**src/include/ipp_pkg.sv**
```systemverilog
// Package for the interrupt priority and pending block.
// Assumes a 32-input controller, a 32-bit classic Wishbone register bus
// and one 200 MHz processor clock.
package ipp_pkg;

	// -----------------------------------------------------------------
	// Sizes
	// -----------------------------------------------------------------
	localparam int IRQ_COUNT  = 32;
	localparam int PRIO_W     = 2;
	localparam int PRIO_WORDS = 8;
	localparam int NUM_W      = 5;
	localparam int ADR_W      = 8;
	localparam int DAT_W      = 32;
	localparam int LANE_W     = 8;

	// -----------------------------------------------------------------
	// Register byte offsets
	// -----------------------------------------------------------------
	localparam logic [7:0] OFS_ENA_SET    = 8'h00;
	localparam logic [7:0] OFS_ENA_CLR    = 8'h04;
	localparam logic [7:0] OFS_PEND_SET   = 8'h08;
	localparam logic [7:0] OFS_PEND_CLR   = 8'h0c;
	localparam logic [7:0] OFS_PULSE_MODE = 8'h10;
	localparam logic [7:0] OFS_ACTIVE     = 8'h14;
	localparam logic [7:0] OFS_WINNER     = 8'h18;
	localparam logic [7:0] OFS_PRIO_BASE  = 8'h20;

	// -----------------------------------------------------------------
	// Field positions
	// -----------------------------------------------------------------
	localparam int PRIO_LSB      = 6;
	localparam int WIN_VALID_BIT = 31;
	localparam int WIN_NUM_LSB   = 8;
	localparam int WIN_PRI_LSB   = 0;

	// -----------------------------------------------------------------
	// Reset values
	// -----------------------------------------------------------------
	localparam logic [31:0] RST_ENABLE = 32'h0000_0000;
	localparam logic [31:0] RST_PULSE  = 32'h0000_0000;
	localparam logic [1:0]  RST_PRIO   = 2'h0;

	// Per-interrupt state
	typedef enum logic [1:0] {
		ST_INACTIVE,
		ST_PENDING,
		ST_ACTIVE,
		ST_ACT_PEND
	} ipp_state_e;

endpackage

```
**src/rtl/ipp_controller.sv**
```systemverilog
// Priority storage, per-interrupt state and winner selection for a
// 32-input nested interrupt controller, with a Wishbone register port.
// Assumes interrupt lines and handler strobes come from logic on clk.
//
// Chosen here: the Wishbone slave port and the address map.
`timescale 1ns/1ps
`default_nettype none

module ipp_controller (
	// Clock, reset, enable
	input  wire logic        clk,
	input  wire logic        rst_n,
	input  wire logic        ce,
	// Wishbone slave
	input  wire logic        wb_cyc_i,
	input  wire logic        wb_stb_i,
	input  wire logic        wb_we_i,
	input  wire logic [7:0]  wb_adr_i,
	input  wire logic [3:0]  wb_sel_i,
	input  wire logic [31:0] wb_dat_i,
	output logic      [31:0] wb_dat_o,
	output logic             wb_ack_o,
	// Peripheral interrupt lines
	input  wire logic [31:0] irqLines,
	// Processor handler entry and return
	input  wire logic        handlerEnter,
	input  wire logic [4:0]  enterNum,
	input  wire logic        handlerExit,
	input  wire logic [4:0]  exitNum,
	// Winning interrupt offered to the processor
	output logic             takeValid,
	output logic      [4:0]  takeNum,
	output logic      [1:0]  takePri
);

	// -----------------------------------------------------------------
	// Storage
	// -----------------------------------------------------------------
	logic [ipp_pkg::PRIO_W-1:0] prio_r [ipp_pkg::IRQ_COUNT];
	logic [31:0]                enable_r;
	logic [31:0]                pulse_r;
	logic [31:0]                linePrev_r;
	logic                       ack_r;
	logic [31:0]                rdat_r;
	logic                       takeValid_r;
	logic [4:0]                 takeNum_r;
	logic [1:0]                 takePri_r;

	// -----------------------------------------------------------------
	// Bus decode
	// -----------------------------------------------------------------
	logic        busReq;
	logic        wrNow;
	logic        fullWord;
	logic        isPrio;
	logic [2:0]  prioWord;
	logic [31:0] pendVec;
	logic [31:0] actVec;
	logic [31:0] setPendVec;
	logic [31:0] clrPendVec;
	logic [31:0] enterHot;
	logic [31:0] leaveHot;
	logic [31:0] rdat_nxt;
	logic [31:0] winWord;

	// Request present; write commits on the edge that sees ack
	assign busReq   = wb_cyc_i & wb_stb_i;
	assign wrNow    = busReq & wb_we_i & ack_r;
	assign fullWord = (wb_sel_i == 4'hf);

	// Priority word window and index
	assign isPrio   = (wb_adr_i[7:5] == ipp_pkg::OFS_PRIO_BASE[7:5]);
	assign prioWord = wb_adr_i[4:2];

	// -----------------------------------------------------------------
	// Wishbone handshake
	// -----------------------------------------------------------------

	// Ack one cycle after the request, dropped the cycle after
	always_ff @(posedge clk) begin
		if (!rst_n)
			ack_r <= 1'b0;
		else if (ce)
			ack_r <= busReq & ~ack_r;
	end

	// Read data captured as ack rises
	always_ff @(posedge clk) begin
		if (!rst_n)
			rdat_r <= 32'h0000_0000;
		else if (ce && busReq && !ack_r)
			rdat_r <= rdat_nxt;
	end

	assign wb_ack_o = ack_r;
	assign wb_dat_o = rdat_r;

	// -----------------------------------------------------------------
	// Software strobes
	// -----------------------------------------------------------------

	// Set and clear pending pulses, one cycle, only on commit
	always_comb begin
		setPendVec = 32'h0000_0000;
		clrPendVec = 32'h0000_0000;
		if (wrNow && fullWord) begin
			if (wb_adr_i == ipp_pkg::OFS_PEND_SET)
				setPendVec = wb_dat_i;
			if (wb_adr_i == ipp_pkg::OFS_PEND_CLR)
				clrPendVec = wb_dat_i;
		end
	end

	// Handler entry and return as one-hot vectors
	assign enterHot = handlerEnter ? (32'h0000_0001 << enterNum)
	                               : 32'h0000_0000;
	assign leaveHot = handlerExit ? (32'h0000_0001 << exitNum)
	                              : 32'h0000_0000;

	// -----------------------------------------------------------------
	// Control registers
	// -----------------------------------------------------------------

	// Enable set and clear; enable gates only selection
	always_ff @(posedge clk) begin
		if (!rst_n)
			enable_r <= ipp_pkg::RST_ENABLE;
		else if (ce && wrNow && fullWord) begin
			if (wb_adr_i == ipp_pkg::OFS_ENA_SET)
				enable_r <= enable_r | wb_dat_i;
			else if (wb_adr_i == ipp_pkg::OFS_ENA_CLR)
				enable_r <= enable_r & ~wb_dat_i;
		end
	end

	// Detection mode per interrupt, one means pulse
	always_ff @(posedge clk) begin
		if (!rst_n)
			pulse_r <= ipp_pkg::RST_PULSE;
		else if (ce && wrNow && fullWord &&
		         wb_adr_i == ipp_pkg::OFS_PULSE_MODE)
			pulse_r <= wb_dat_i;
	end

	// Priority fields; only the top two lane bits are kept
	always_ff @(posedge clk) begin
		if (!rst_n) begin
			for (int i = 0; i < ipp_pkg::IRQ_COUNT; i++)
				prio_r[i] <= ipp_pkg::RST_PRIO;
		end else if (ce && wrNow && isPrio && fullWord) begin
			for (int k = 0; k < 4; k++)
				prio_r[{prioWord, 2'(k)}] <=
					wb_dat_i[k*ipp_pkg::LANE_W+ipp_pkg::PRIO_LSB +:
					         ipp_pkg::PRIO_W];
		end
	end

	// -----------------------------------------------------------------
	// Line sampling
	// -----------------------------------------------------------------

	// Previous line level for edge detection
	always_ff @(posedge clk) begin
		if (!rst_n)
			linePrev_r <= 32'h0000_0000;
		else if (ce)
			linePrev_r <= irqLines;
	end

	// -----------------------------------------------------------------
	// Per-interrupt state machines
	// -----------------------------------------------------------------
	genvar g;
	generate
		for (g = 0; g < ipp_pkg::IRQ_COUNT; g++) begin : gIrq
			ipp_irq_state uState (
				.clk     (clk),
				.rst_n   (rst_n),
				.ce      (ce),
				.isPulse (pulse_r[g]),
				.lineNow (irqLines[g]),
				.linePrev(linePrev_r[g]),
				.setPend (setPendVec[g]),
				.clrPend (clrPendVec[g]),
				.enter   (enterHot[g]),
				.leave   (leaveHot[g]),
				.pending (pendVec[g]),
				.active  (actVec[g])
			);
		end
	endgenerate

	// -----------------------------------------------------------------
	// Winner selection
	// -----------------------------------------------------------------
	logic [31:0] candidate;
	logic        bestFound;
	logic [4:0]  bestNum;
	logic [1:0]  bestPri;

	// Disabled pending interrupts never compete
	assign candidate = pendVec & enable_r;

	// Lowest value wins; downward scan keeps the lower number on ties
	always_comb begin
		bestFound = 1'b0;
		bestNum   = 5'h00;
		bestPri   = 2'h0; // Idle offer matches the reset value
		for (int i = ipp_pkg::IRQ_COUNT - 1; i >= 0; i--) begin
			if (candidate[i] &&
			    (!bestFound || prio_r[i] <= bestPri)) begin
				bestFound = 1'b1;
				bestNum   = 5'(i);
				bestPri   = prio_r[i];
			end
		end
	end

	// Registered offer to the processor
	always_ff @(posedge clk) begin
		if (!rst_n) begin
			takeValid_r <= 1'b0;
			takeNum_r   <= 5'h00;
			takePri_r   <= 2'h0;
		end else if (ce) begin
			takeValid_r <= bestFound;
			takeNum_r   <= bestNum;
			takePri_r   <= bestPri;
		end
	end

	assign takeValid = takeValid_r;
	assign takeNum   = takeNum_r;
	assign takePri   = takePri_r;

	// -----------------------------------------------------------------
	// Read-back
	// -----------------------------------------------------------------

	// Winner status word
	always_comb begin
		winWord = 32'h0000_0000;
		winWord[ipp_pkg::WIN_VALID_BIT] = takeValid_r;
		winWord[ipp_pkg::WIN_NUM_LSB +: ipp_pkg::NUM_W] = takeNum_r;
		winWord[ipp_pkg::WIN_PRI_LSB +: ipp_pkg::PRIO_W] = takePri_r;
	end

	// Read mux; unmapped offsets read zero
	always_comb begin
		rdat_nxt = 32'h0000_0000;
		if (isPrio) begin
			for (int k = 0; k < 4; k++)
				rdat_nxt[k*ipp_pkg::LANE_W+ipp_pkg::PRIO_LSB +:
				         ipp_pkg::PRIO_W] =
					prio_r[{prioWord, 2'(k)}];
		end else begin
			unique case (wb_adr_i)
				ipp_pkg::OFS_ENA_SET:    rdat_nxt = enable_r;
				ipp_pkg::OFS_ENA_CLR:    rdat_nxt = enable_r;
				ipp_pkg::OFS_PEND_SET:   rdat_nxt = pendVec;
				ipp_pkg::OFS_PEND_CLR:   rdat_nxt = pendVec;
				ipp_pkg::OFS_PULSE_MODE: rdat_nxt = pulse_r;
				ipp_pkg::OFS_ACTIVE:     rdat_nxt = actVec;
				ipp_pkg::OFS_WINNER:     rdat_nxt = winWord;
				default:                 rdat_nxt = 32'h0000_0000;
			endcase
		end
	end

endmodule

`default_nettype wire

```
**src/rtl/ipp_irq_state.sv**
```systemverilog
// State tracker for one interrupt: inactive, pending, active,
// active and pending.
// Assumes all inputs are on clk; set and clear strobes are one cycle.
`timescale 1ns/1ps
`default_nettype none

module ipp_irq_state (
	// Clock, reset, enable
	input  wire logic clk,
	input  wire logic rst_n,
	input  wire logic ce,
	// Line and mode
	input  wire logic isPulse,
	input  wire logic lineNow,
	input  wire logic linePrev,
	// Software strobes
	input  wire logic setPend,
	input  wire logic clrPend,
	// Handler entry and return
	input  wire logic enter,
	input  wire logic leave,
	// Status
	output logic      pending,
	output logic      active
);

	ipp_pkg::ipp_state_e state_r;
	ipp_pkg::ipp_state_e state_nxt;
	logic                rise;
	logic                lvlHigh;
	logic                newPend;

	// Event sources
	assign rise    = lineNow & ~linePrev;
	assign lvlHigh = ~isPulse & lineNow;
	assign newPend = setPend | rise;

	// Next state
	always_comb begin
		state_nxt = state_r;
		unique case (state_r)
			ipp_pkg::ST_INACTIVE: begin
				if (newPend || lvlHigh)
					state_nxt = ipp_pkg::ST_PENDING;
			end
			ipp_pkg::ST_PENDING: begin
				if (enter)
					state_nxt = ipp_pkg::ST_ACTIVE;
				else if (clrPend && !newPend && !lvlHigh)
					state_nxt = ipp_pkg::ST_INACTIVE;
			end
			ipp_pkg::ST_ACTIVE: begin
				if (leave) begin
					if (newPend || lvlHigh)
						state_nxt = ipp_pkg::ST_PENDING;
					else
						state_nxt = ipp_pkg::ST_INACTIVE;
				end else if (newPend) begin
					state_nxt = ipp_pkg::ST_ACT_PEND;
				end
			end
			ipp_pkg::ST_ACT_PEND: begin
				if (leave)
					state_nxt = ipp_pkg::ST_PENDING;
				else if (enter)
					state_nxt = ipp_pkg::ST_ACTIVE;
				else if (clrPend && !newPend && !lvlHigh)
					state_nxt = ipp_pkg::ST_ACTIVE;
			end
		endcase
	end

	// State register
	always_ff @(posedge clk) begin
		if (!rst_n)
			state_r <= ipp_pkg::ST_INACTIVE;
		else if (ce)
			state_r <= state_nxt;
	end

	// Decoded status
	assign pending = (state_r == ipp_pkg::ST_PENDING) ||
	                 (state_r == ipp_pkg::ST_ACT_PEND);
	assign active  = (state_r == ipp_pkg::ST_ACTIVE) ||
	                 (state_r == ipp_pkg::ST_ACT_PEND);

endmodule

`default_nettype wire

```
**config.mk**
```make
export PLATFORM = sky130hd
export DESIGN_NAME = ipp_controller
export DESIGN_NICKNAME = d
export VERILOG_FILES = /design/src/include/ipp_pkg.sv /design/src/rtl/ipp_controller.sv /design/src/rtl/ipp_irq_state.sv
export SDC_FILE = /design/constraint.sdc
export NUM_CORES = 1
export LEC_CHECK = 0
export ABC_CLOCK_PERIOD_IN_PS = 36800
export BUFFER_PORTS_ARGS = -buffer_cell sky130_fd_sc_hd__buf_2
export CAP_MARGIN = 40
export CORE_MARGIN = 4
export CORE_UTILIZATION = 45
export DETAILED_ROUTE_END_ITERATION = 7
export PLACE_DENSITY = 0.65
export SETUP_SLACK_MARGIN = 0.2
export SYNTH_ARGS = -nofsm -noshare
export SYNTH_HDL_FRONTEND = slang
export SYNTH_SLANG_ARGS = --single-unit
export TNS_END_PERCENT = 100
```
**constraint.sdc**
```tcl
create_clock -name clk -period 36.8 [get_ports clk]
set_input_delay 7.36 -clock clk [delete_from_list [all_inputs] [get_ports clk]]
set_output_delay 7.36 -clock clk [all_outputs]
set_load 0.05 [all_outputs]
```
==> flow_summary.yaml, run 1 <==
status:
  status: "finished, final reports clean"
timing:
  finalClockSkew_ns: 0.0168
  slew_headroom_pct: 27.4
  slew_viol_final: 0
  period_share_pct: 96.7
  setup_viol_count_final: 0
  final-hold-violation-count: 0
  period_minus_slack_ns: 35.60
  max_freq_mhz: 28.1
  worst_pin_slew_ns: 1.09
  final.setup.tns_ns: 0
floorplan:
  initial_core_util_pct: 46.0
  dieArea_mm2: 0.0409
  io_pins: 135
  fp.dieW_um: 202
  dieHeight_um: 202
  core_mm2: 0.0369
  placementRows: 70
min_path:
  whs_path_depth: 2
  hold_path_class: "reg2reg"
  hold_start: "pulse_r[2]$_SDFFE_PN0P_"
  whs_endpoint: "pulse_r[2]$_SDFFE_PN0P_"
clock_tree:
  root_buffer: "clkbuf_16"
  clkSinkCount: 265
  numCtsBuffers: 31
  cts_tree: "built"
  clk_latency_ns: 0.60
  clkTransAtPathRegs_ns: 0.06
  ctsHoldBuffers: 0
  h-tree-depth: 1
  clock_path_buffers: 3
synth:
  syn_inst: 2079
  synth-async-reset-ratio_pct: 0
  synthDistinctLibCells: 76
  ys.warnings.count: 0
  synth.yosys.seq_area_share_pct: 35.0
  syn_avg_cell_area_um2: 8.16
  ys_ff_latch: 265
  synth_edf_count: 64
  synth-main-ff-cell: "dfxtp_1"
  syn_nets: 2235
  syn-cell-area_mm2: 0.0170
setup_path:
  crit_start: "prio_r[7][7]$_SDFFCE_PN0P_"
  worstSetupPathType: "reg2reg"
  reg2reg_to: "takePri[1]$_SDFFE_PN0P_"
  path_delay_family: "compound AO/OA/AOI/OAI gates"
  reg2reg_from: "prio_r[7][7]$_SDFFCE_PN0P_"
  end_kind: "flop"
  required_ns: 37.29
  path_max_fanout: 6
  cp_common_cell: "ha_4"
  max_stage_delay_ns: 0.52
  cpMaxStageDelayCell: "or4b_4"
  critPathLaunchType: "flop"
  rr_worst_depth: 203
  crit_arrival_ns: 36.09
  critPathBufInv: 17
  rrSetupSlack_ns: 1.20
grt:
  gr-usage-all-layers_pct: 30.3
  globalRouteOverflowTotal: 0
  grt_pass1_vias: 16500
  grt_pass1_wl_um: 97900
  grt_max_degree: 108
  grt_antenna_before_repair: 2
drt:
  routed_via_density: 6.43
  drt_wl_total_um: 67700
  first_pass_iters: 7
  drcViolationCount: 0
  dr.first_iter.drc_count: 1713
  vias: 18000
  postRouteAntennaNets: 0
  wire_per_inst_um: 24.2
place:
  io_buffers: 134
  dp_hpwl_um: 45700
  globalplace.congestion: 1.00
cells_and_area:
  multi_input_area_mm2: 0.0115
  final_nets: 2423
  ff_latch_area_mm2: 0.00595
  mostFrequentLayoutCell: "nor2_1"
  layout_common_cells: "nor2_1, nand2_1, dfxtp_1"
  areaGrowthSynthToFinish_pct: 25.7
  fill_cells: 3308
  drive_gt1_share_pct: 25.4
power_and_ir_drop:
  total_power_mw: 0.701
  powerDensity_mw_per_mm2: 32.9
  leakage_nw: 8.25
  vdd_drop_max_uv: 39.2
job:
  drv_cap: 0
[report_power, final]
part	total [mW]	internal, mW	leakage, nW	switching, mW
clock	0.308	0.178	0.486	0.130
combinational	0.0740	0.0281	5.46	0.0459
sequential	0.318	0.305	2.30	0.0130
total	0.701	0.511	8.25	0.189
[layer usage]
layer | routed length [um] | share of wire [%] | track usage, %
met1 | 27000 | 40 | 40.9
met2 | 30500 | 45 | 47.7
met3 | 6700 | 9.9 | 5.28
met4 | 3530 | 5.2 | 14.1
met5 | 16 | 0.024 | 0
[worst max-delay path by stage]
stage	endpoint	cells after the start
5_1_grt	takePri[1]$_SDFFE_PN0P_	205
2_1_floorplan	takePri[1]$_SDFFE_PN0P_	200
4_1_cts	takePri[1]$_SDFFE_PN0P_	202
6_report	takePri[1]$_SDFFE_PN0P_	203
3_5_place_dp	takePri[0]$_SDFFE_PN0P_	202
3_3_place_gp	takePri[0]$_SDFFE_PN0P_	200
[logic make-up after synthesis]
kind of cell,share of synthesized area [%]
and+or+nand+nor,21.6
AOI/OAI and AO/OA,25.8
DFF,35.0
buffers and inverters,4.84
muxes,8.13
adders and majority gates,4.57
[worst register-to-register path: cells and delay by family (launching register included)]
family,cells,cell delay [ns]
compound gates,89,13.85
fa+ha+maj,31,7.93
buf+inv,17,1.87
flops,1,0.42
mux,12,3.30
simple gates,54,8.20
[cell usage after synthesis, drive strengths merged, types with 3 or more instances]
master / n / area share (%)
a22o: 3 / 0.15
mux2i: 80 / 4.7
nor2: 238 / 5.3
o21bai: 5 / 0.22
a21o: 14 / 0.62
a31o: 4 / 0.21
dfxtp: 201 / 24
a22oi: 19 / 0.84
mux4: 16 / 2.1
and3: 5 / 0.20
a21oi: 221 / 6.5
a2111oi: 14 / 0.72
nor2b: 67 / 2.5
ha: 62 / 4.6
a221oi: 38 / 2.0
buf: 16 / 0.53
nor4: 12 / 0.44
or3: 28 / 1.0
a31oi: 68 / 2.6
a2bb2oi: 6 / 0.31
o221a: 20 / 1.3
nand3: 36 / 1.1
nand4: 12 / 0.52
nor3: 33 / 0.97
a211oi: 4 / 0.18
inv: 82 / 1.8
nand2b: 25 / 0.92
o32a: 3 / 0.18
and2: 82 / 3.0
o311ai: 3 / 0.15
a41o: 9 / 0.53
mux2: 18 / 1.3
o21ai: 89 / 2.6
a311oi: 62 / 3.2
a21boi: 9 / 0.40
o211ai: 31 / 1.4
clkbuf: 113 / 2.5
nor3b: 6 / 0.27
o21a: 3 / 0.13
nand2: 216 / 4.8
or2: 10 / 0.37
edfxtp: 64 / 11
[area by class of cell]
class	instances	share of cell area, %
Multi-Input combinational cell	1603	54.1
Sequential cell	265	27.9
Timing Repair Buffer	284	8.88
Clock buffer	46	4.09
Tap cell	504	2.96
Inverter	82	1.47
Clock inverter	9	0.569
Antenna cell	1	0.0117
[metrics by stage]
stage / util, % / instances / hold WS, ns / instance area, um^2 / setup slack (ns)
after detailed placement: 50.3 / 2671 / 0.458 / 18500 / -1.24
final: 57.8 / 2794 / 0.469 / 21300 / 1.20
after global placement: 49.8 / 2657 / 0.450 / 18300 / -0.212
after CTS: 53.7 / 2743 / 0.466 / 19800 / 0.211
after global routing: 57.8 / 2794 / 0.490 / 21300 / -0.479
after floorplan: - / 2079 / 0.440 / 17000 / 0.253
[timing repair]
action / in CTS / in global routing
pin swaps: 21 / 133
resized for setup: 39 / 211
buffers inserted: 17 / 50
setup endpoints to repair: 7 / 7
(Power assumes the default switching activity.)
==> run 2: changes to the inputs <==
- RECOVER_POWER: not set -> 25
==> run 2 against run 1 <==
Compared with the run above:
- register-to-register slack got worse by 0.05 ns
- the run now ends with max-capacitance violations, max-slew violations left
- utilization fell by 0.17 points
- clock skew rose by 0.0057 ns
- design area fell by 0.29%
- die area did not move
- sequential power barely moved
- clock power barely moved
- critical path type unchanged
- critical endpoint unchanged
- count of clock-buffer cells in the layout did not move
- non-clock buffer count did not move
==> flow_summary.yaml, run 2 (synthesized netlist as in run 1, its figures left out) <==
timing:
  max_freq_mhz: 28.0
  setup_viol_count_final: 0
  setup_ws_ns: 1.15
  final-hold-violation-count: 0
  finalClockSkew_ns: 0.0225
  slew_viol_final: 215
  worst_pin_slew_ns: 3.74
  period_minus_slack_ns: 35.65
  slew_headroom_pct: -150
  timing.hold.ws_ns: 0.465
  period_share_pct: 96.9
min_path:
  hold_start: "pulse_r[2]$_SDFFE_PN0P_"
  hold_path_class: "reg2reg"
drt:
  postRouteAntennaNets: 0
  routed_via_density: 6.42
  dr.first_iter.drc_count: 1672
  drcViolationCount: 0
  wire_per_inst_um: 24.3
  vias: 17900
  first_pass_iters: 6
  drt_wl_total_um: 67800
setup_path:
  crit_start: "prio_r[7][7]$_SDFFCE_PN0P_"
  worstSetupPathType: "reg2reg"
  cp_common_cell: "ha_4"
  reg2reg_from: "prio_r[7][7]$_SDFFCE_PN0P_"
  cpMaxStageDelayCell: "or4b_4"
  max_stage_delay_ns: 0.52
  critPathLaunchType: "flop"
  crit_arrival_ns: 36.14
  path_max_fanout: 6
  required_ns: 37.29
  end_kind: "flop"
job:
  drv_cap: 3
status:
  status: "finished, violations left"
  violations: "max-capacitance violations, max-slew violations"
grt:
  grt_pass1_vias: 16500
  grt_antenna_before_repair: 2
  grt_pass1_wl_um: 97900
  gr-usage-all-layers_pct: 30.3
  grt_max_degree: 108
  globalRouteOverflowTotal: 0
cells_and_area:
  final_nets: 2423
  stdcell_area_mm2: 0.0213
  areaGrowthSynthToFinish_pct: 25.3
  fill_cells: 3328
  layout_common_cells: "nor2_1, nand2_1, dfxtp_1"
  stdcell_count: 2794
  drive_gt1_share_pct: 23.5
  mostFrequentLayoutCell: "nor2_1"
floorplan:
  dieHeight_um: 202
  initial_core_util_pct: 46.0
  dieArea_mm2: 0.0409
  placementRows: 70
  fp.dieW_um: 202
  core_mm2: 0.0369
  io_pins: 135
clock_tree:
  numCtsBuffers: 31
  clkTransAtPathRegs_ns: 0.06
  clk_latency_ns: 0.60
  clock_path_buffers: 3
  root_buffer: "clkbuf_16"
  clkSinkCount: 265
  cts_tree: "built"
  h-tree-depth: 1
place:
  io_buffers: 134
  place_ws_ns: -1.24
  globalplace.congestion: 1.00
  placed_cell_area_mm2: 0.0185
  dp_hpwl_um: 45700
  dpl.cell_count: 2671
power_and_ir_drop:
  powerDensity_mw_per_mm2: 33.0
  vdd_drop_max_uv: 39.2
  leakage_nw: 8.06
  total_power_mw: 0.701
[run 2: cell type report]
type / count / area (um^2) / area share (%)
flip-flops and latches: 265 / 5950 / 28.0
clock buffers: 46 / 872 / 4.10
repair buffers: 284 / 1840 / 8.63
well taps: 504 / 631 / 2.97
diodes: 1 / 2.50 / 0.0118
multi-input cells: 1603 / 11500 / 54.3
clock inverters: 9 / 121 / 0.571
inverters: 82 / 309 / 1.45
[run 2: what timing repair did]
action	4_1_cts	5_1_grt
pin swaps	21	133
hold buffers	0	0
endpoints found under the hold margin	0	0
resized for setup	39	211
setup buffers	17	50
endpoints found under the setup margin	7	7
[run 2: per-layer routing]
layer / track usage (%) / routed length (um) / up-vias
met5: 0 / 16 / -
met4: 14.1 / 3300 / 2
met3: 5.28 / 6390 / 205
met2: 47.7 / 30800 / 1019
met1: 40.9 / 27300 / 8614
li1: - / - / 8089
[run 2: final timing paths]
path / cells after the start / end / slack (ns)
max: 203 / takePri[1]$_SDFFE_PN0P_ / 1.15
min: 2 / pulse_r[2]$_SDFFE_PN0P_ / 0.47
max reg2reg: 203 / takePri[1]$_SDFFE_PN0P_ / 1.15
min reg2reg: 2 / pulse_r[2]$_SDFFE_PN0P_ / 0.47
[run 2: metrics by stage]
step	utilization, %	TNS [ns]
5_1_grt	57.7	-3.28
4_1_cts	53.7	0
6_report	57.7	0
3_3_place_gp	49.8	-0.318
2_1_floorplan	-	0
3_5_place_dp	50.3	-8.01
[run 2: power by group]
group	total, mW	switching [mW]	internal (mW)
logic	0.0741	0.0459	0.0282
registers	0.319	0.0131	0.305
clock network	0.308	0.130	0.178
total	0.701	0.189	0.512
[run 2: worst max-delay path, delay by kind of cell (launching register included)]
kind | cells | cell delay [ns]
AO/OA/AOI/OAI | 89 | 13.92
adder cells (fa/ha/maj) | 31 | 7.90
buffers and inverters | 17 | 1.86
flip-flops | 1 | 0.42
multiplexers | 12 | 3.30
AND/OR/NAND/NOR | 54 | 8.16
==> run 3: changes to the inputs <==
- CORE_MARGIN: 4 -> 2
- CTS_BUF_LIST: not set -> sky130_fd_sc_hd__clkbuf_16
==> run 3 against run 2 <==
Compared with the run above:
- the run still ends with max-capacitance violations, max-slew violations left
- sequential power is essentially flat
- clock skew up 0.015 ns
- sequential share of layout area is 0.40 points higher
- worst setup slack got worse by 0.43 ns
- maximum frequency shrank 1.2%
- via count increased by 0.77%
- largest cell class unchanged
- highest routed layer is now met4
==> flow_summary.yaml, run 3 (synthesized netlist as in run 1, its figures left out) <==
setup_path:
  crit_arrival_ns: 36.44
  cp_common_cell: "ha_4"
  cpMaxStageDelayCell: "or4b_4"
  max_stage_delay_ns: 0.51
  rrSetupSlack_ns: 0.72
  worstSetupPathType: "reg2reg"
  path_max_fanout: 7
  reg2reg_to: "takePri[0]$_SDFFE_PN0P_"
  required_ns: 37.15
  critPathLaunchType: "flop"
  crit_start: "prio_r[7][7]$_SDFFCE_PN0P_"
  reg2reg_from: "prio_r[7][7]$_SDFFCE_PN0P_"
  end_kind: "flop"
  path_delay_family: "compound AO/OA/AOI/OAI gates"
  rr_worst_depth: 205
  critPathBufInv: 21
clock_tree:
  ctsHoldBuffers: 0
  h-tree-depth: 1
  clock_path_buffers: 3
  cts_tree: "built"
  clkSinkCount: 265
  clkTransAtPathRegs_ns: 0.06
  root_buffer: "clkbuf_16"
  numCtsBuffers: 31
  clk_latency_ns: 0.62
floorplan:
  io_pins: 135
  fp.dieW_um: 198
  dieHeight_um: 198
  core_mm2: 0.0374
  placementRows: 71
  initial_core_util_pct: 45.4
  dieArea_mm2: 0.0393
grt:
  globalRouteOverflowTotal: 0
  grt_max_degree: 93
  grt_pass1_vias: 16300
  grt_antenna_before_repair: 2
  grt_pass1_wl_um: 96200
  gr-usage-all-layers_pct: 32.0
status:
  violations: "max-capacitance violations, max-slew violations"
  status: "finished, violations left"
timing:
  timing.hold.ws_ns: 0.465
  slew_headroom_pct: -118
  setup_viol_count_final: 0
  max_freq_mhz: 27.7
  slew_viol_final: 217
  finalClockSkew_ns: 0.0373
  final-hold-violation-count: 0
  period_share_pct: 98.1
  worst_pin_slew_ns: 3.25
  period_minus_slack_ns: 36.08
cells_and_area:
  stdcell_count: 2804
  layout_common_cells: "nor2_1, nand2_1, dfxtp_1"
  drive_gt1_share_pct: 22.8
  fill_cells: 3352
  final_nets: 2421
  mostFrequentLayoutCell: "nor2_1"
  final_core_util_pct: 56.1
  areaGrowthSynthToFinish_pct: 23.5
place:
  dpl.cell_count: 2670
  io_buffers: 134
  dp_hpwl_um: 44900
  globalplace.congestion: 0.994
job:
  drv_cap: 4
min_path:
  whs_endpoint: "pulse_r[18]$_SDFFE_PN0P_"
  hold_start: "pulse_r[18]$_SDFFE_PN0P_"
  whs_path_depth: 2
  hold_path_class: "reg2reg"
drt:
  dr.first_iter.drc_count: 1740
  drt_wl_total_um: 66400
  drcViolationCount: 0
  wire_per_inst_um: 23.7
  vias: 18100
  routed_via_density: 6.44
  first_pass_iters: 7
  postRouteAntennaNets: 0
power_and_ir_drop:
  leakage_nw: 7.95
  powerDensity_mw_per_mm2: 32.7
  vdd_drop_max_uv: 37.7
[run 3: changes by cell type in the layout (fill, tap and decap cells not counted), moves of 5 or more]
cell,before,now
a21oi_2,22,29
nor2b_4,14,6
inv_1,73,80
nor2b_1,52,58
clkinv_2,3,8
clkbuf_1,54,43
clkinv_1,0,6
[run 3: layer usage]
layer,GRT usage [%],routed length [um],vias to the layer above
li1,-,-,8097
met2,50.4,29900,1099
met4,16.2,3650,0
met1,42.6,26000,8640
met3,4.87,6920,231
met5,0,0,-
[run 3: worst max path at each step]
stage	endpoint	slack (ns)	cells past startpoint
after floorplan	takePri[1]$_SDFFE_PN0P_	0.25	200
after global placement	takePri[0]$_SDFFE_PN0P_	-0.21	198
after detailed placement	takePri[0]$_SDFFE_PN0P_	-1.62	202
after CTS	takePri[1]$_SDFFE_PN0P_	0.21	202
after global routing	takePri[0]$_SDFFE_PN0P_	-0.77	209
final	takePri[0]$_SDFFE_PN0P_	0.72	205
[run 3: metrics by stage]
stage	setup TNS, ns	setup slack, ns	power, mW	cell area, um^2
after global placement	-0.785	-0.207	0.387	18300
after global routing	-4.82	-0.772	0.706	21000
final	0	0.715	0.686	21000
after detailed placement	-10.44	-1.62	0.390	18400
after floorplan	0	0.253	0.362	17000
after CTS	0	0.215	0.683	19700
[run 3: final cells by class]
type	count	area [um^2]	share of cell area, %
multi-input combinational	1603	11400	54.2
antenna	3	7.51	0.0358
sequential	265	5950	28.4
tap	511	639	3.05
timing repair buffer	282	1760	8.38
inverter	82	312	1.49
clock buffer	31	776	3.70
clock inverter	27	171	0.818
[run 3: worst min-delay path: cells and delay by family (launching register included)]
family / cells / cell delay, ns
DFF: 1 / 0.32
AOI/OAI and AO/OA: 1 / 0.05
and+or+nand+nor: 1 / 0.05
[run 3: power by group]
group	switching (mW)	internal, mW	leakage [nW]
Sequential	0.0129	0.305	2.30
Clock	0.135	0.160	0.493
Combinational	0.0455	0.0269	5.16
[run 3: repair_timing]
item,in CTS,in global routing
buffers inserted,25,47
pin swaps,21,103
endpoints found under the setup margin,7,7
endpoints found under the hold margin,0,0
cloned,0,0
resized for setup,42,182
